File: src/verilog/baud_div_pkg.sv
// Functional notes
// RULE1: eight-bit divisor, resets to all ones
// RULE2: divisor accessed only as whole byte
// RULE3: divisor k legal 8..255, clock over k
// RULE4: bit rate is base clock over 2k
// RULE5: software disables tx/rx before divisor rewrite
// RULE6: receive sample points timed by divisor counter
// RULE7: sampling keeps two base clock margin
// RULE8: upper accepted rate 22k/(21k+2) times rate
// RULE9: lower accepted rate 20k/(21k-2) times rate
// RULE10: software keeps receive error inside limits
// RULE11: base clock held low while channel disabled
// RULE12: separate eight-bit tx and rx counters
// RULE13: counter reloads after k, toggles serial clock
package baud_div_pkg;

  localparam int          DATA_W        = 32;
  localparam int          DIV_W         = 8;

  // register byte offsets
  localparam logic [11:0] OFS_DIVISOR   = 12'h000;
  localparam logic [11:0] OFS_CONTROL   = 12'h004;
  localparam logic [11:0] OFS_STATUS    = 12'h008;

  // reset value and minimum divisor
  localparam logic [7:0]  DIVISOR_RST   = 8'hff;
  localparam logic [7:0]  DIVISOR_MIN   = 8'h08;

  // control field positions
  localparam int          CTL_CHAN_POS  = 0;
  localparam int          CTL_TX_POS    = 1;
  localparam int          CTL_RX_POS    = 2;

  // status field positions
  localparam int          STS_TXCNT_POS = 0;
  localparam int          STS_RXCNT_POS = 8;
  localparam int          STS_TXCLK_POS = 16;
  localparam int          STS_RXCLK_POS = 17;
  localparam int          STS_ILLEG_POS = 18;
  localparam int          STS_RXRUN_POS = 19;

  // register select codes
  typedef enum logic [1:0] {
    SEL_NONE    = 2'h0,
    SEL_DIVISOR = 2'h1,
    SEL_CONTROL = 2'h2,
    SEL_STATUS  = 2'h3
  } reg_sel_t;

  typedef enum logic [0:0] {
    RX_IDLE = 1'b0,
    RX_RUN  = 1'b1
  } rx_state_t;

endpackage : baud_div_pkg

File: src/verilog/uart_baud_rate_divider.sv
`timescale 1ns/1ps
module uart_baud_rate_divider
  import baud_div_pkg::*;
#(
  parameter int ADDR_W = 12
) (
  // clock and reset
  input  wire logic              pclk,
  input  wire logic              presetn,
  // apb slave
  input  wire logic              psel,
  input  wire logic              penable,
  input  wire logic              pwrite,
  input  wire logic [ADDR_W-1:0] paddr,
  input  wire logic [31:0]       pwdata,
  input  wire logic [3:0]        pstrb,
  output logic      [31:0]       prdata,
  output logic                   pready,
  output logic                   pslverr,
  // base clock from the prescaler, one-cycle pulse per base clock
  input  wire logic              base_tick,
  // receiver start bit detected, one-cycle pulse
  input  wire logic              rx_start,
  // enable bits, gated base clock, serial clocks and bit and sample pulses
  output logic                   channel_enable_bit,
  output logic                   transmit_enable_bit,
  output logic                   receive_enable_bit,
  output logic                   base_tick_gated,
  output logic                   tx_serial_clk,
  output logic                   rx_serial_clk,
  output logic                   tx_bit_tick,
  output logic                   rx_sample
);

  typedef struct packed {
    logic [DIV_W-1:0] divisor_field;
    logic             chan_en;
    logic             tx_en;
    logic             rx_en;
    logic [DIV_W-1:0] tx_cnt;
    logic [DIV_W-1:0] rx_cnt;
    logic             tx_clk;
    logic             rx_clk;
    rx_state_t        rx_state;
    logic             tx_bit;
    logic             rx_smp;
    logic [31:0]      rdata;
  } state_t;

  state_t state_ff;
  state_t nxt_state;

  function automatic reg_sel_t decode(input logic [ADDR_W-1:0] addr);
    reg_sel_t sel;
    sel = SEL_NONE;
    if (addr == ADDR_W'(OFS_DIVISOR)) begin
      sel = SEL_DIVISOR;
    end else if (addr == ADDR_W'(OFS_CONTROL)) begin
      sel = SEL_CONTROL;
    end else if (addr == ADDR_W'(OFS_STATUS)) begin
      sel = SEL_STATUS;
    end
    return sel;
  endfunction : decode

  logic             setup_ph;
  logic             access_ph;
  reg_sel_t         sel;
  logic             div_illegal;
  logic [DIV_W-1:0] eff_k;
  logic             tx_run;
  logic             rx_run;
  logic             tx_reload;
  logic             rx_reload;
  logic             wr_ok;

  assign setup_ph  = psel && !penable;
  assign access_ph = psel && penable;
  assign sel       = decode(paddr);

  // values below eight are stored but clamped to eight in use so the counter never races
  assign div_illegal = (state_ff.divisor_field[7:3] == 5'h00);           // RULE3
  assign eff_k       = div_illegal ? DIVISOR_MIN : state_ff.divisor_field; // RULE3

  // no base clock reaches the counters while the channel is off
  assign base_tick_gated = base_tick && state_ff.chan_en;                  // RULE11

  assign tx_run    = state_ff.chan_en && state_ff.tx_en;
  assign rx_run    = state_ff.chan_en && state_ff.rx_en && (state_ff.rx_state == RX_RUN);
  assign tx_reload = base_tick_gated && (state_ff.tx_cnt == eff_k - 8'h01); // RULE13
  assign rx_reload = base_tick_gated && (state_ff.rx_cnt == eff_k - 8'h01); // RULE13

  // divisor takes only whole-byte writes, narrower lane sets are refused
  always_comb begin
    wr_ok = 1'b0;
    unique case (sel)
      SEL_DIVISOR: wr_ok = pstrb[0];                                       // RULE2
      SEL_CONTROL: wr_ok = pstrb[0];
      SEL_STATUS:  wr_ok = 1'b0;
      SEL_NONE:    wr_ok = 1'b0;
    endcase
  end

  assign pready  = 1'b1;
  assign pslverr = access_ph && ((sel == SEL_NONE) || (pwrite && !wr_ok));

  always_comb begin
    nxt_state        = state_ff;
    nxt_state.tx_bit = 1'b0;
    nxt_state.rx_smp = 1'b0;

    // register writes; enables are expected clear before a divisor rewrite
    if (access_ph && pwrite && wr_ok) begin
      unique case (sel)
        SEL_DIVISOR: nxt_state.divisor_field = pwdata[7:0];                // RULE5
        SEL_CONTROL: begin
          nxt_state.chan_en = pwdata[CTL_CHAN_POS];
          nxt_state.tx_en   = pwdata[CTL_TX_POS];
          nxt_state.rx_en   = pwdata[CTL_RX_POS];
        end
        SEL_STATUS:  nxt_state.chan_en = state_ff.chan_en;
        SEL_NONE:    nxt_state.chan_en = state_ff.chan_en;
      endcase
    end

    // read data captured in setup so the access phase can finish at once
    if (setup_ph) begin
      nxt_state.rdata = 32'h0000_0000;
      unique case (sel)
        SEL_DIVISOR: nxt_state.rdata[7:0] = state_ff.divisor_field;       // RULE1
        SEL_CONTROL: begin
          nxt_state.rdata[CTL_CHAN_POS] = state_ff.chan_en;
          nxt_state.rdata[CTL_TX_POS]   = state_ff.tx_en;
          nxt_state.rdata[CTL_RX_POS]   = state_ff.rx_en;
        end
        SEL_STATUS: begin
          nxt_state.rdata[STS_TXCNT_POS +: DIV_W] = state_ff.tx_cnt;
          nxt_state.rdata[STS_RXCNT_POS +: DIV_W] = state_ff.rx_cnt;
          nxt_state.rdata[STS_TXCLK_POS]          = state_ff.tx_clk;
          nxt_state.rdata[STS_RXCLK_POS]          = state_ff.rx_clk;
          nxt_state.rdata[STS_ILLEG_POS]          = div_illegal;
          nxt_state.rdata[STS_RXRUN_POS]          = (state_ff.rx_state == RX_RUN);
        end
        SEL_NONE:   nxt_state.rdata = 32'h0000_0000;
      endcase
    end

    // transmit divider: full serial period is 2k base clocks
    if (!tx_run) begin
      nxt_state.tx_cnt = 8'h00;
      nxt_state.tx_clk = 1'b0;
    end else if (tx_reload) begin
      nxt_state.tx_cnt = 8'h00;                                            // RULE12
      nxt_state.tx_clk = !state_ff.tx_clk;                                 // RULE13
      nxt_state.tx_bit = state_ff.tx_clk;                                  // RULE4
    end else if (base_tick_gated) begin
      nxt_state.tx_cnt = state_ff.tx_cnt + 8'h01;                          // RULE12
    end

    // receive divider: restarted by each start bit, so the first sample
    // lands k base clocks in, mid-bit, and drift from the far end is
    // tolerated within the accepted rate window on either side
    unique case (state_ff.rx_state)
      RX_IDLE: begin
        nxt_state.rx_cnt = 8'h00;
        nxt_state.rx_clk = 1'b0;
        if (rx_start && state_ff.chan_en && state_ff.rx_en) begin
          nxt_state.rx_state = RX_RUN;                                     // RULE6 RULE8 RULE9
        end
      end
      RX_RUN: begin
        if (!(state_ff.chan_en && state_ff.rx_en)) begin
          nxt_state.rx_state = RX_IDLE;
          nxt_state.rx_cnt   = 8'h00;
          nxt_state.rx_clk   = 1'b0;
        end else if (rx_start) begin
          nxt_state.rx_cnt = 8'h00;                                        // RULE6
          nxt_state.rx_clk = 1'b0;
        end else if (rx_reload) begin
          nxt_state.rx_cnt = 8'h00;                                        // RULE12
          nxt_state.rx_clk = !state_ff.rx_clk;                             // RULE13
          nxt_state.rx_smp = !state_ff.rx_clk;                             // RULE7
        end else if (base_tick_gated) begin
          nxt_state.rx_cnt = state_ff.rx_cnt + 8'h01;                      // RULE12
        end
      end
    endcase
  end

  always_ff @(posedge pclk or negedge presetn) begin
    if (!presetn) begin
      state_ff               <= '0;
      state_ff.divisor_field <= DIVISOR_RST;                               // RULE1
      state_ff.rx_state      <= RX_IDLE;
    end else begin
      state_ff <= nxt_state;
    end
  end

  assign prdata              = state_ff.rdata;
  assign channel_enable_bit  = state_ff.chan_en;
  assign transmit_enable_bit = state_ff.tx_en;
  assign receive_enable_bit  = state_ff.rx_en;
  assign tx_serial_clk       = state_ff.tx_clk;
  assign rx_serial_clk       = state_ff.rx_clk;
  assign tx_bit_tick         = state_ff.tx_bit;
  assign rx_sample           = state_ff.rx_smp;

  // checks
  logic [DIV_W-1:0] div_field;
  assign div_field = state_ff.divisor_field;
endmodule : uart_baud_rate_divider

File: config.mk
export PLATFORM = sky130hd
export DESIGN_NAME = uart_baud_rate_divider
export DESIGN_NICKNAME = d
export VERILOG_FILES = /design/src/verilog/baud_div_pkg.sv /design/src/verilog/uart_baud_rate_divider.sv
export SDC_FILE = /design/constraint.sdc
export NUM_CORES = 1
export LEC_CHECK = 0
export ABC_AREA = 0
export ABC_CLOCK_PERIOD_IN_PS = 4500
export CORE_MARGIN = 2
export CORE_UTILIZATION = 30
export DETAILED_ROUTE_END_ITERATION = 10
export DONT_BUFFER_PORTS = 1
export GPL_TIMING_DRIVEN = 0
export PLACE_DENSITY = 0.54
export SYNTH_ARGS = -nofsm -noshare
export SYNTH_HDL_FRONTEND = slang
export SYNTH_SLANG_ARGS = --single-unit
export TNS_END_PERCENT = 10
File: constraint.sdc
create_clock -name pclk -period 4.5 [get_ports pclk]
set_input_delay 0.225 -clock pclk [delete_from_list [all_inputs] [get_ports pclk]]
set_output_delay 0.225 -clock pclk [all_outputs]
set_load 0.1 [all_outputs]
==> Word level (Yosys, flattened, before mapping) <==
Index checks and enable logic that the tools add are counted.
{ "classes": {"add_sub_neg": 3, "eq_ne": 11, "mux": 30, "bitwise_logic": 1, "reduce_logical": 25} }
{ "ops": {"columns": ["op", "n"], "rows": [
  ["two-way mux 8 bit", 8],
  ["adder 8 x 1 -> 8 bit, second input constant", 2],
  ["== test 8 bit", 2],
  ["case mux 8 bit (2 select lines)", 1],
  ["logical AND 1 bit", 13],
  ["two-way mux 1 bit", 13],
  ["== test 12 x 3 -> 1 bit, second input constant", 1],
  ["== test 12 x 4 -> 1 bit, second input constant", 1],
  ["zero test 12 bit", 1],
  ["two-way mux 12 bit", 1],
  ["case mux 3 bit (4 select lines)", 1],
  ["case mux 5 bit (2 select lines)", 1],
  ["subtractor 8 x 1 -> 8 bit, second input constant", 1],
  ["two-way mux 2 bit", 3],
  ["zero test 5 bit", 1],
  ["!= test 5 bit, second input constant", 1],
  ["== test 2 bit, second input constant", 2],
  ["zero test 1 bit", 4],
  ["!= test 4 bit, second input constant", 1],
  ["case mux 2 bit (2 select lines)", 1],
  ["AND reduction 2 bit", 2],
  ["OR reduction 2 bit", 2],
  ["!= test 3 x 2 -> 1 bit, second input constant", 1],
  ["== test 2 x 1 -> 1 bit, second input constant", 1],
  ["5 further kinds", 5]
]} }
{ "word_totals": {"ff_bits": 52, "in_bits": 55, "out_inout_bits": 42, "wordCells": 82} }

==> Longest topological paths before layout <==
{ "logic_depth": {"depth_word": 11, "mapped_depth": 12, "depth_no_buf": 10} }

==> Worst setup path after synthesis <==
No wires, ideal clock.
{ "synth_path": {"path_kind": "register -> register", "from": "register state_ff (netlist bit div_field[7])", "to": "register state_ff (netlist bit tx_serial_clk)", "setup_ns": 0.081, "t_arrival_ns": 3.404, "required_ns": 4.419, "path_slack_ns": 1.014, "path_stages_with_launch": 13, "n_path_buf": 2, "synth_period_minus_slack_ns": 3.486, "cell_sequence": "dfstp_2 > buf_6 > or4_1 > buf_2 > or2_2 > nand2_1 > ha_1 > or3b_1 > and2_1 > or3_1 > a2111oi_2 > and3_1 > mux2i_1"} }
{ "synth_via": {"elab_chain_len": 6} }
{ "synth_lines": {"columns": ["item", "line_no", "text"], "rows": [
  ["start: declaration", "uart_baud_rate_divider.sv:50", "state_t state_ff;"],
  ["start signal: assignment", "uart_baud_rate_divider.sv:196", "state_ff <= nxt_state;"],
  ["zero test 5 bit", "uart_baud_rate_divider.sv:82", "assign div_illegal = (state_ff.divisor_field[7:3] == 5'h00);"],
  ["two-way mux 8 bit (*)", "uart_baud_rate_divider.sv:83", "assign eff_k = div_illegal ? DIVISOR_MIN : state_ff.divisor_field;"],
  ["subtractor 8 x 1 -> 8 bit (*)", "uart_baud_rate_divider.sv:90", "assign tx_reload = base_tick_gated && (state_ff.tx_cnt == eff_k - 8'h01);"],
  ["== test 8 bit (*)", "uart_baud_rate_divider.sv:90", null],
  ["logical AND 1 bit (*)", "uart_baud_rate_divider.sv:90", null],
  ["!= test 2 x 1 -> 1 bit (no line) (*)", null, null]
]} }
Every way passes the cells marked *; elsewhere a longest branch is shown, timed or not.
A chain may end at the register's enable or synchronous reset.

==> Worst setup path after layout <==
Same ends and word-level chain as after synthesis.

==> reports/results.txt <==
Core occupancy in the finished layout - 0.339
Top Ports - 97
H-Tree Depth - 2
Final #Nets - 441
Main combinational cell family by area after synthesis - simple AND/OR/NAND/NOR gates
Critical Path End Type - flip-flop
Maximum net fanout on the critical path - 10
Reg2Reg Depth - 12
Simple-gate share of the synthesized area - 0.211
TNS Setup - 0 ns
Async SR Flop Fraction - 1.00
WL final - 7740 um
Max Transition Viols Final - 0
Max-Cap Viols - 0
Buffers on Ports - 0
Max-slew headroom - 0.0871
Synth cell types - 57
EDFF count, synth - 0
Share of layout cells above drive strength 1 - 0.205
Most common cell after layout, fill and taps aside - dfrtp_1
GRT Util Overall - 0.137
Clock slew at reported path FFs - 0.10 ns
Pwr/cell area - 225 nW/um^2
WL/cell - 14.9 um
P&R area growth vs syn - 10.3%
Proportion of synthesized area in mux cells - 0.0532
Critical path startpoint - div_field[7]
WS Path Type - reg2reg
Site Rows - 38
Fin crit share - 0.862
CTS Buf Count - 5
Worst r2r src - div_field[7]
Outcome - completed
YS warnings - 0
Post-Synth Adder-Cell Area - 0.0227
Main synth FF type - dfrtp_1
Dpl hpwl - 5980 um
DRT antenna net count - 0
Die Span X - 109 um
Core Footprint - 10800 sq um
Placer congestion estimate - 0.908
DR vias - 2571
Setup Fix Bufs, Post-CTS - 0
Worst Setup Start Kind - flip-flop
Post-Syn Area - 3310 sq um
Minimum clock period - 3.88 ns
R2R Path End - tx_serial_clk
Root buf cell - clkbuf_8
Die area - 11900 sq um
Syn Inst Count - 360
Yosys reg bits - 52
Clk sinks - 52
Register area share after synthesis - 0.396
Final hold violations - 0
CTS Buffer Depth - 2
Worst min path class - in2reg
RSZ-0062 raised after global routing - no
Vias in the first global route - 2433
Ant diodes - 0
# DRC - 0
Peak supply drop - 0.110 mV
Tightest Pin Transition - 1.37 ns
Hold slack final - 0.0469 ns
Largest net degree at the start of global routing - 53
Setup violators final - 0
GRT overflow - 0
DR pass1 iterations - 4
Worst skew pair latency - 0.31 ns
Leak pwr - 1.57 nW
Post-Synth XOR/XNOR Area - 0.0555
CTS tree - built
DIE HEIGHT - 109 um
Initial antenna violation count - 0
Critical path required time - 4.74 ns
R2r setup slk - 0.62 ns
Compound-gate portion of the synthesized area - 0.145
Fmax - 0.258 GHz
Synthesized area per cell - 9.20 sq um
DR vias/cell - 4.93
Worst EP arrival - 4.11 ns
DRT iter0 DRCs - 109
CP endpoint - tx_serial_clk
Hold Crit Start - rx_start
Most frequent cells in the layout - 44 x dfrtp_1, 42 x nand2_1, 33 x buf_4, 24 x nor2_1, 21 x clkbuf_1
Fin Clk Skew - 0.0118 ns
First-pass GRT wire length - 12800 um
Initial core utilization - 0.307
-- cells in the mapped netlist (3+ instances only) --
| cell | instances | area share |
|---|---|---|
| o21ai_1 | 4 | 0.0060 |
| dfrtp_1 | 44 | 0.33 |
| a211oi_1 | 3 | 0.0068 |
| a221oi_1 | 3 | 0.0079 |
| mux2_2 | 12 | 0.041 |
| and3_1 | 5 | 0.0094 |
| a22oi_1 | 6 | 0.014 |
| o21ai_0 | 16 | 0.024 |
| dfstp_2 | 8 | 0.063 |
| clkbuf_1 | 20 | 0.023 |
| nor2_1 | 25 | 0.028 |
| o31ai_1 | 10 | 0.023 |
| nand2_1 | 42 | 0.048 |
| or2_2 | 4 | 0.0076 |
| xnor2_1 | 8 | 0.021 |
| nand4b_1 | 4 | 0.011 |
| nand3_1 | 10 | 0.015 |
| ha_1 | 6 | 0.023 |
| nand4_1 | 4 | 0.0076 |
| mux2i_1 | 3 | 0.0091 |
| nand2b_1 | 4 | 0.0076 |
| nor3_1 | 12 | 0.018 |
| or3_1 | 6 | 0.011 |
| inv_1 | 7 | 0.0079 |
| nor4_1 | 5 | 0.0094 |
| o211ai_1 | 3 | 0.0068 |
| xor2_1 | 13 | 0.034 |
| buf_4 | 33 | 0.075 |
| o2111ai_1 | 5 | 0.013 |
-- stage by stage --
| step | total power, W | area [sq um] | worst slack (ns) | std cells |
|---|---|---|---|---|
| after detailed placement | 0.000548 | 3530 | 0.647 | 511 |
| final | 0.000823 | 3660 | 0.621 | 521 |
| after floorplan | 0.000545 | 3350 | 1.01 | 371 |
| after global routing | 0.000854 | 3660 | 0.364 | 521 |
| after global placement | 0.000548 | 3530 | 0.676 | 511 |
| after CTS | 0.000831 | 3660 | 0.624 | 521 |
-- power by group --
part	internal, W	switching (W)
sequential	0.000467	0.00000000697
combinational	0.0000140	0.0000701
clock	0.000111	0.000161
-- layout make-up --
type                            count  area, sq um
Multi-Input combinational cell    256         1670
Timing Repair Buffer                2         37.5
Tap cell                          140          175
Buffer                             56          350
Clock buffer                        6         72.6
Clock inverter                      2         13.8
Sequential cell                    52         1310
Fill cell                        1130         7140
Inverter                            7         26.3
-- cells by family after synthesis --
family | count (synthesis)
flops | 52
mux | 16
other cells | 2
xor+xnor | 21
compound gates | 65
simple gates | 135
buf+inv | 63
fa+ha+maj | 6
-- how the worst min path moves through the flow --
stage	cells past startpoint	to	slack (ns)
global route	1	receive_enable_bit	0.05
global placement	0	prdata[19]	-0.07
detailed placement	0	prdata[19]	-0.07
CTS	1	state_ff[34]	0.05
floorplan	0	channel_enable_bit	-0.07
finish	1	state_ff[34]	0.05
-- state kept, by name, indices dropped and copies added, names as in the netlist --
signal and count:
prdata 20, state_ff 17, div_field 8, channel_enable_bit 1
receive_enable_bit 1, rx_sample 1, rx_serial_clk 1, transmit_enable_bit 1
tx_bit_tick 1, tx_serial_clk 1
-- timing repair --
action | CTS | global route
gates resized for setup | 0 | 0
hold buffers | 2 | 0
hold endpoints to repair | 52 | 0
-- critical path, stage by stage, from the launching register on --
cell	delay [ns]
dfstp_2	0.37
buf_6	0.13
or4_1	0.51
buf_2	0.19
or2_2	0.34
nand2_1	0.09
ha_1	0.27
or3b_1	0.43
and2_1	0.22
or3_1	0.36
a2111oi_2	0.45
and3_1	0.27
mux2i_1	0.18
-- metal layers --
layer	GRT usage	share of wire
met3	0.0317	0.045
met1	0.180	0.46
met4	0.0311	0.012
met5	0	0
met2	0.228	0.48
No activity file was read; power rests on OpenSTA's default activity.
